<file path="config.mk">
export PLATFORM = sky130hd
export DESIGN_NAME = tap_event_cfg
export DESIGN_NICKNAME = d
export VERILOG_FILES = /design/src/hw/tap_event_cfg.v
export VERILOG_INCLUDE_DIRS = /design/src /design/src/hw
export SDC_FILE = /design/constraint.sdc
export NUM_CORES = 1
export LEC_CHECK = 0
export BUFFER_PORTS_ARGS = -buffer_cell sky130_fd_sc_hd__buf_2
export CAP_MARGIN = 0
export CORE_ASPECT_RATIO = 0.8
export CORE_UTILIZATION = 43
export CTS_CLUSTER_DIAMETER = 50
export DETAILED_ROUTE_END_ITERATION = 16
export GPL_TIMING_DRIVEN = 0
export PLACE_DENSITY_LB_ADDON = 0.15
export SKIP_LAST_GASP = 1
export SLEW_MARGIN = 20
export SYNTH_ARGS = -nofsm -noshare
export SYNTH_HDL_FRONTEND = slang
export SYNTH_SLANG_ARGS = --single-unit
</file>
<file path="constraint.sdc">
create_clock -name clk -period 7.4 [get_ports clk]
set_clock_uncertainty 0.2 [all_clocks]
set_input_delay 0.37 -clock clk [delete_from_list [all_inputs] [get_ports clk]]
set_output_delay 0.37 -clock clk [all_outputs]
set_load 0.02 [all_outputs]
</file>
<file path="src/hw/tap_regs.vh">
// register map, field positions, reset values and timing counts of the
// tap event configuration and status block.
// assumes an including file that uses these names and nothing else.
// Notes on behaviour
// - abort clear: latency pulses keep double detection
// - abort set: pulse inside latency suspends double
// - config bit 6 latches flags until read
// - six per-axis single/double enables, reset zero
// - event shown only if axis and type enabled
// - source bit 7 marks any event
// - source bits 6..4 mark Z,Y,X events
// - source bit 3: single zero, double one
// - source bits 2..0: Z,Y,X sign, one negative
// - latched and active: other source bits frozen
// - source read clears it and the interrupt
// - three 7-bit thresholds, bit 7 reads zero
// - threshold 0.063g per count over 8g
// - low noise caps reachable threshold at 4g
// - detection starts when magnitude exceeds threshold
// - latency follows first pulse, pulses ignored
`ifndef TAP_REGS_VH
`define TAP_REGS_VH

// register indices; byte address is four times the index
`define TAP_IDX_CONFIG    8'h21
`define TAP_IDX_SOURCE    8'h22
`define TAP_IDX_THR_X     8'h23
`define TAP_IDX_THR_Y     8'h24
`define TAP_IDX_THR_Z     8'h25
`define TAP_IDX_LATENCY   8'h27
`define TAP_IDX_CTRL      8'h2A
`define TAP_IDX_IRQ_STAT  8'h30
`define TAP_IDX_IRQ_MASK  8'h31

// config fields
`define TAP_CFG_ABORT     7
`define TAP_CFG_LATCH     6
`define TAP_CFG_RESET     8'h00

// source fields
`define TAP_SRC_ACTIVE    7
`define TAP_SRC_SEEN_LSB  4
`define TAP_SRC_DOUBLE    3
`define TAP_SRC_SIGN_LSB  0

// control fields: low noise and full-scale select
`define TAP_CTRL_LNOISE   0
`define TAP_CTRL_FS_LSB   1
`define TAP_CTRL_RESET    8'h00

// interrupt status bits
`define TAP_IRQ_SINGLE    0
`define TAP_IRQ_DOUBLE    1

`define TAP_THR_RESET     7'h00
`define TAP_LAT_RESET     8'h00
// 4g at 0.0625g per count
`define TAP_THR_LN_MAX    7'h40

// output data rate timing
`define TAP_CLK_PERIOD_NS 4
`define TAP_ODR_PERIOD_NS 1250000
`define TAP_ODR_CYCLES    (`TAP_ODR_PERIOD_NS / `TAP_CLK_PERIOD_NS)

`endif

</file>
<file path="src/hw/tap_event_cfg.v">
// tap event configuration, source register, thresholds and detection.
// assumes signed 12-bit axis samples on clk, held valid between odr ticks,
// and an Avalon-MM master with byte addresses.
`timescale 1ns/1ns
`default_nettype none
// offsets, field positions and timing counts
`include "tap_regs.vh"

module tap_event_cfg #(
	parameter ODR_CYCLES = `TAP_ODR_CYCLES
) (
	input  wire        clk,
	input  wire        rst,
	input  wire [9:0]  avs_address,
	input  wire        avs_read,
	input  wire        avs_write,
	input  wire [31:0] avs_writedata,
	output reg  [31:0] avs_readdata,
	output reg         avs_waitrequest,
	input  wire [11:0] x_accel,
	input  wire [11:0] y_accel,
	input  wire [11:0] z_accel,
	output reg         irq,
	output reg         odr_tick
);

	// detector states, one-hot
	localparam [4:0] ST_IDLE  = 5'h01;
	localparam [4:0] ST_PULSE = 5'h02;
	localparam [4:0] ST_LAT   = 5'h04;
	localparam [4:0] ST_WAIT  = 5'h08;
	localparam [4:0] ST_PULS2 = 5'h10;

	// registers
	reg  [7:0]  tap_config;
	reg  [7:0]  tap_source;
	reg  [6:0]  x_tap_level;
	reg  [6:0]  y_tap_level;
	reg  [6:0]  z_tap_level;
	reg  [7:0]  tap_latency_time;
	reg  [7:0]  tap_ctrl;
	reg  [1:0]  irq_status;
	reg  [1:0]  irq_mask;
	reg  [31:0] odr_count;

	wire        double_tap_abort;
	wire        event_latch_enable;
	wire        low_noise;
	wire [1:0]  fs_sel;
	wire [2:0]  single_en;
	wire [2:0]  double_en;
	wire [7:0]  reg_index;
	wire        addr_ok;
	wire        wr_take;
	wire        rd_take;
	wire [35:0] accel_all;
	wire [20:0] level_all;
	wire [2:0]  ev_single;
	wire [2:0]  ev_double;
	wire [2:0]  ev_sign;
	wire [2:0]  ev_any;
	wire        src_read;

	reg  [7:0]  next_source;
	reg  [7:0]  rd_value;

	assign double_tap_abort   = tap_config[`TAP_CFG_ABORT];
	assign event_latch_enable = tap_config[`TAP_CFG_LATCH];
	assign low_noise          = tap_ctrl[`TAP_CTRL_LNOISE];
	assign fs_sel             = tap_ctrl[`TAP_CTRL_FS_LSB +: 2];
	// enables interleave single at even, double at odd bits
	assign single_en = {tap_config[4], tap_config[2], tap_config[0]};
	assign double_en = {tap_config[5], tap_config[3], tap_config[1]};
	assign accel_all = {z_accel, y_accel, x_accel};
	assign level_all = {z_tap_level, y_tap_level, x_tap_level};

	// register hit: index matches and the byte offset is word aligned
	function tap_hit;
		input [9:0] addr;
		input [7:0] idx;
		begin
			tap_hit = (addr[9:2] == idx) && (addr[1:0] == 2'h0);
		end
	endfunction

	// bus decoding; the low two address bits must be zero
	assign reg_index = avs_address[9:2];
	assign addr_ok   = (avs_address[1:0] == 2'h0);
	assign wr_take   = avs_write & ~avs_waitrequest & addr_ok;
	assign rd_take   = avs_read & ~avs_waitrequest & addr_ok;
	assign src_read  = rd_take & tap_hit(avs_address, `TAP_IDX_SOURCE);

	// magnitude of a 12-bit sample rescaled to 1/16 g counts; one sample
	// count is 1/1024 g at 2g, 1/512 g at 4g and 1/256 g at 8g full scale
	function [6:0] tap_mag;
		input [11:0] s;
		input [1:0]  fs;
		reg   [11:0] m;
		reg   [11:0] q;
		begin
			m = s[11] ? (~s + 12'h001) : s;
			// thresholds stay on the 8g scale whatever the full scale
			if (fs == 2'h0) begin
				q = m >> 6;
			end else if (fs == 2'h1) begin
				q = m >> 5;
			end else begin
				q = m >> 4;
			end
			// only -2048 at 8g reaches 128; clip it to the top code
			tap_mag = (q > 12'h07F) ? 7'h7F : q[6:0];
		end
	endfunction

	// threshold actually in force; low noise tops out at 4g
	function [6:0] tap_thr;
		input [6:0] lvl;
		input       ln;
		begin
			if (ln && (lvl > `TAP_THR_LN_MAX)) begin
				tap_thr = `TAP_THR_LN_MAX;
			end else begin
				tap_thr = lvl;
			end
		end
	endfunction

	// output data rate divider; detection advances only on its pulse
	// a 32-bit count covers the slowest rates without a prescaler
	always @(posedge clk) begin
		if (rst) begin
			odr_count <= 32'h00000000;
			odr_tick  <= 1'b0;
		end else if (odr_count >= ODR_CYCLES - 1) begin
			odr_count <= 32'h00000000;
			odr_tick  <= 1'b1;
		end else begin
			odr_count <= odr_count + 32'h00000001;
			odr_tick  <= 1'b0;
		end
	end

	// per-axis pulse detector
	genvar a;
	generate
		for (a = 0; a < 3; a = a + 1) begin : g_axis
			reg  [4:0] state;
			reg  [7:0] lat_cnt;
			reg  [7:0] win_cnt;
			reg        sign;
			reg        abort_hit;
			reg        in_lat_pulse;
			reg        ev_s;
			reg        ev_d;
			wire [11:0] smp;
			wire        above;
			// threshold compare at 0.063g per count, 8g range
			assign smp   = accel_all[a*12 +: 12];
			assign above = tap_mag(smp, fs_sel) >
				tap_thr(level_all[a*7 +: 7], low_noise);
			assign ev_single[a] = ev_s;
			assign ev_double[a] = ev_d;
			assign ev_sign[a]   = sign;

			always @(posedge clk) begin
				if (rst) begin
					state        <= ST_IDLE;
					lat_cnt      <= 8'h00;
					win_cnt      <= 8'h00;
					sign         <= 1'b0;
					abort_hit    <= 1'b0;
					in_lat_pulse <= 1'b0;
					ev_s         <= 1'b0;
					ev_d         <= 1'b0;
				end else begin
					ev_s <= 1'b0;
					ev_d <= 1'b0;
					if (odr_tick) begin
						case (state)
						ST_IDLE: begin
							// the sign is kept from the first tick above level
							if (above) begin
								state <= ST_PULSE;
								sign  <= smp[11];
							end
						end
						ST_PULSE: begin
							if (!above) begin
								// first pulse over: report single, start latency
								ev_s         <= single_en[a];
								state        <= ST_LAT;
								lat_cnt      <= tap_latency_time;
								abort_hit    <= 1'b0;
								in_lat_pulse <= 1'b0;
							end
						end
						ST_LAT: begin
							// pulses here never become events
							if (above && !in_lat_pulse) begin
								in_lat_pulse <= 1'b1;
							end else if (!above && in_lat_pulse) begin
								in_lat_pulse <= 1'b0;
								if (double_tap_abort) begin
									abort_hit <= 1'b1;
								end
							end
							// a latency pulse ending on the last tick is too late to abort
							if (lat_cnt != 8'h00) begin
								lat_cnt <= lat_cnt - 8'h01;
							end else if (abort_hit || !double_en[a]) begin
								state <= ST_IDLE;
							end else begin
								// abort clear: a latency pulse changes nothing
								state   <= ST_WAIT;
								win_cnt <= tap_latency_time;
							end
						end
						ST_WAIT: begin
							// a pulse still high from latency must fall first
							if (above && !in_lat_pulse) begin
								state <= ST_PULS2;
							end else if (!above) begin
								in_lat_pulse <= 1'b0;
								if (win_cnt == 8'h00) begin
									state <= ST_IDLE;
								end else begin
									win_cnt <= win_cnt - 8'h01;
								end
							end else if (win_cnt == 8'h00) begin
								state <= ST_IDLE;
							end else begin
								win_cnt <= win_cnt - 8'h01;
							end
						end
						ST_PULS2: begin
							// the second tap is reported when it falls
							if (!above) begin
								ev_d  <= double_en[a];
								state <= ST_IDLE;
							end
						end
						default: begin
							state <= ST_IDLE;
						end
						endcase
					end
				end
			end
		end
	endgenerate

	assign ev_any = ev_single | ev_double;

	// next source value; a new event wins over a clearing read
	// with the latch off the newest event replaces the whole record
	always @* begin
		next_source = tap_source;
		if (src_read) begin
			next_source = 8'h00;
		end
		if (|ev_any) begin
			if (event_latch_enable && tap_source[`TAP_SRC_ACTIVE] && !src_read) begin
				next_source = tap_source;
			end else begin
				next_source[`TAP_SRC_ACTIVE] = 1'b1;
				next_source[`TAP_SRC_SEEN_LSB +: 3] = ev_any;
				next_source[`TAP_SRC_DOUBLE] = |ev_double;
				next_source[`TAP_SRC_SIGN_LSB +: 3] = ev_sign & ev_any;
			end
		end
	end

	// source register
	always @(posedge clk) begin
		if (rst) begin
			tap_source <= 8'h00;
		end else begin
			tap_source <= next_source;
		end
	end

	// software-written registers, taken at the edge with waitrequest low
	// the latency count also sizes the second-tap window, to save a register
	always @(posedge clk) begin
		if (rst) begin
			tap_config       <= `TAP_CFG_RESET;
			x_tap_level      <= `TAP_THR_RESET;
			y_tap_level      <= `TAP_THR_RESET;
			z_tap_level      <= `TAP_THR_RESET;
			tap_latency_time <= `TAP_LAT_RESET;
			tap_ctrl         <= `TAP_CTRL_RESET;
			irq_mask         <= 2'h0;
		end else if (wr_take) begin
			if (reg_index == `TAP_IDX_CONFIG) begin
				tap_config <= avs_writedata[7:0];
			end else if (reg_index == `TAP_IDX_THR_X) begin
				x_tap_level <= avs_writedata[6:0];
			end else if (reg_index == `TAP_IDX_THR_Y) begin
				y_tap_level <= avs_writedata[6:0];
			end else if (reg_index == `TAP_IDX_THR_Z) begin
				z_tap_level <= avs_writedata[6:0];
			end else if (reg_index == `TAP_IDX_LATENCY) begin
				tap_latency_time <= avs_writedata[7:0];
			end else if (reg_index == `TAP_IDX_CTRL) begin
				tap_ctrl <= {5'h00, avs_writedata[2:0]};
			end else if (reg_index == `TAP_IDX_IRQ_MASK) begin
				irq_mask <= avs_writedata[1:0];
			end
		end
	end

	// sticky interrupt status: write one clears, source read clears,
	// and an event in the same cycle keeps its bit set
	always @(posedge clk) begin
		if (rst) begin
			irq_status <= 2'h0;
			irq        <= 1'b0;
		end else begin
			if (src_read) begin
				irq_status <= {|ev_double, |ev_single};
			end else if (wr_take && tap_hit(avs_address, `TAP_IDX_IRQ_STAT)) begin
				irq_status <= (irq_status & ~avs_writedata[1:0]) |
					{|ev_double, |ev_single};
			end else begin
				irq_status <= irq_status | {|ev_double, |ev_single};
			end
			// registered line, so it follows the status one cycle late
			irq <= |(irq_status & irq_mask);
		end
	end

	// read multiplexer; unmapped indices read zero
	// misaligned offsets read zero rather than alias a register
	always @* begin
		rd_value = 8'h00;
		if (reg_index == `TAP_IDX_CONFIG) begin
			rd_value = tap_config;
		end else if (reg_index == `TAP_IDX_SOURCE) begin
			rd_value = tap_source;
		end else if (reg_index == `TAP_IDX_THR_X) begin
			rd_value = {1'b0, x_tap_level};
		end else if (reg_index == `TAP_IDX_THR_Y) begin
			rd_value = {1'b0, y_tap_level};
		end else if (reg_index == `TAP_IDX_THR_Z) begin
			rd_value = {1'b0, z_tap_level};
		end else if (reg_index == `TAP_IDX_LATENCY) begin
			rd_value = tap_latency_time;
		end else if (reg_index == `TAP_IDX_CTRL) begin
			rd_value = tap_ctrl;
		end else if (reg_index == `TAP_IDX_IRQ_STAT) begin
			rd_value = {6'h00, irq_status};
		end else if (reg_index == `TAP_IDX_IRQ_MASK) begin
			rd_value = {6'h00, irq_mask};
		end
		if (!addr_ok) begin
			rd_value = 8'h00;
		end
	end

	// one wait cycle per access; read data captured with the answer
	// idling high costs a cycle but keeps read data straight from a flop
	always @(posedge clk) begin
		if (rst) begin
			avs_waitrequest <= 1'b1;
			avs_readdata    <= 32'h00000000;
		end else if ((avs_read || avs_write) && avs_waitrequest) begin
			avs_waitrequest <= 1'b0;
			avs_readdata    <= {24'h000000, rd_value};
		end else begin
			avs_waitrequest <= 1'b1;
		end
	end

endmodule

`default_nettype wire

</file>
==> metrics.md <==
| Metric | Value |
|---|---|
| CTS tree | yes |
| Commonest non-fill, non-tap cells in the layout | dfxtp_1, nor2_1, nand2_1, a21oi_1, o21ai_0 |
| Commonest non-fill, non-tap cell in the layout | dfxtp_1 |
| Final slew viol count | 0 |
| Final Wtd Congestion | 0.947 |
| First-pass DRT Iterations | 5 |
| Die area | 0.0265 mm² |
| Rel. slew slack | 22.3% |
| Area delta synth->final | 12.7% |
| Clock root buffer | clkbuf_16 |
| DR vias | 11354 |
| Post-synthesis register bit count | 173 |
| Synthesized instance count | 1468 |
| Cell Rows | 52 |
| Nets | 1700 |
| Initial drt markers | 1290 |
| Async SR Flop Fraction | 0% |
| CORE AREA | 0.0254 mm² |
| GRT Total Usage | 26.5% |
| Peak VDD IR | 175 µV |
| IO Pins | 117 |
| Max cap viols | 0 |
| Final Cell Area | 0.0125 mm² |
| Unique masters post-synth | 89 |
| H-tree depth | 4 |
| Dpl cells | 1887 |
| Unrepaired setup endpoints after global routing | false |
| CTS Buf Count | 17 |
| Worst r2r src | tap_ctrl[1] |
| Largest net degree at the start of global routing | 17 |
| Final Hold Vio Count | 0 |
| Drt wl/cell | 18.3 µm |
| Critical path peak fanout | 10 |
| Status | finished, final reports clean |
| Clock latency on the worst-skew pair | 0.44 ns |
| Tightest hold margin | 0.0435 ns |
| Sequential cell area fraction in the yosys report | 31.1% |
| Yosys warns | 0 |
| Clock Path Buffers | 2 |
| Initial Utilization | 43.8% |
| Critical Path RT | 7.57 ns |
| Power density over the cells | 165 mW/mm² |
| Inserted Diodes | 0 |
| EDFF count, synth | 0 |
| Post-DRT Antenna Nets | 0 |
| Hold Crit Start | avs_writedata[7] |
| LEAKAGE | 4.67 nW |
| Final min period | 6.63 ns |
| Fin crit share | 89.6% |
| Synth Flop Type | dfxtp_1 |
| Syn_area_per_cell | 7.58 µm² |
| Post-CTS sizing | 0 |
| # hold bufs at CTS | 0 |
| Total grt overflow | 0 |
| Clk pin slew, worst setup/hold paths | 0.07 ns |
| Startpoint types | register |
| Arrival time worst endpoint | 6.80 ns |
| Post-Syn Area | 0.0111 mm² |
| Final setup viols | 0 |
| Tightest Hold Check Type | input pin to register |
| First-pass GRT wire length | 55400 µm |
| Post-route insts no fill | 1919 |
| Number of global-route vias before repair | 10120 |
| Worst-margin pin slew | 1.16 ns |
| Port bufs | 59 |
| # DRC | 0 |
| Vias/cell | 5.92 |
| Post-Route WL | 35200 µm |
| DP HPWL | 25400 µm |
| Die height | 146 µm |
| Worst setup path class | register to register |
| Post-CTS setup buffers | 0 |
| Share of layout cells above drive strength 1 | 11.0% |
| DIE WIDTH | 182 µm |
| Initial antenna violation count | 1 |
| Placement Cell Area | 0.0120 mm² |
| Crit. End Element | register |
| Sink Count | 173 |
| Setup TNS | 0 ns |
| Critical path startpoint | tap_ctrl[1] |
| Achievable Freq | 0.151 GHz |
-- power by group --
part | internal [W] | switching (W) | leakage, nW
clock | 0.000491 | 0.000385 | 0.277
combinational | 0.0000850 | 0.000161 | 2.99
sequential | 0.000942 | 0.00000847 | 1.40
-- cell usage after synthesis (24+ instances only) --
master / number / area (µm²)
inv_1: 43 / 161
o21ai_0: 90 / 450
nand3_1: 56 / 280
clkbuf_1: 71 / 267
a21oi_1: 122 / 611
dfxtp_1: 173 / 3460
nor3_1: 55 / 275
ha_1: 36 / 450
mux2i_1: 50 / 500
nand2_1: 139 / 522
nor2_1: 169 / 634
buf_4: 24 / 180
-- sequential cells by signal, summed over array words and instances, names as in the netlist, 3 cells and up --
register	cells
g_axis.lat_cnt	24
g_axis.in_lat_pulse	3
tap_config	8
tap_latency_time	8
x_tap_level	7
g_axis.state	15
y_tap_level	7
tap_source	8
tap_ctrl	3
g_axis.abort_hit	3
z_tap_level	7
odr_count	32
g_axis.ev_d	3
g_axis.win_cnt	24
g_axis.sign	3
avs_readdata	8
g_axis.ev_s	3
-- per-stage QoR --
| stage | utilization, % | power, W | setup WS, ns |
|---|---|---|---|
| 5_1_grt | 49.4 | 0.00215 | 0.448 |
| 2_1_floorplan | - | 0.00113 | 2.03 |
| 4_1_cts | 49.4 | 0.00208 | 0.841 |
| 3_5_place_dp | 47.1 | 0.00121 | 0.476 |
| 3_3_place_gp | 47.1 | 0.00121 | 0.528 |
| 6_report | 49.4 | 0.00207 | 0.766 |
-- metal layers --
layer	track usage [%]	vias to the layer above	part of all wire, %
met4	6.31	0	1.7
li1	-	5474	-
met5	0	-	0
met3	4.85	44	8.3
met1	39.9	5385	49
met2	38.5	451	41
-- worst paths after layout --
kind	slack (ns)	cells past startpoint	to
max reg2reg	0.77	20	g_axis[2].lat_cnt[3]
min reg2reg	0.25	2	avs_readdata[1]
min	0.04	3	tap_latency_time[7]
max	0.77	20	g_axis[2].lat_cnt[3]
-- critical path, stage by stage (launching register included) --
cell	delay, ns
dfxtp_1	0.32
clkbuf_1	0.32
clkbuf_1	0.60
clkbuf_1	0.49
nand2_1	0.09
o21ai_0	0.10
o221ai_1	0.16
o31ai_1	0.30
ha_1	0.31
a21oi_1	0.14
a21boi_0	0.10
o31ai_1	0.96
clkinv_1	0.57
ha_1	0.40
nor3b_1	0.19
nand2_1	0.15
o221ai_2	0.47
nor3_1	0.12
or2_1	0.22
buf_2	0.16
o22ai_1	0.17
-- final cells by class --
cell class,count,area [µm²]
Clock inverter,9,87.6
Buffer,119,556
Tap cell,324,405
Inverter,46,173
Fill cell,2539,12800
Sequential cell,173,3460
Timing Repair Buffer,59,295
Clock buffer,23,478
Multi-Input combinational cell,1166,7070
-- cell families after synthesis --
kind of cell	count (synthesis)	synth area share (%)
buffers and inverters	165	6.55
DFF	173	31.1
and+or+nand+nor	616	28.2
other	1	0.0337
muxes	55	5.01
xor gates and xnor gates	28	2.20
adders and majority gates	36	4.05
AOI/OAI and AO/OA	394	22.9
Note: power is estimated with default switching activity, not from simulation.
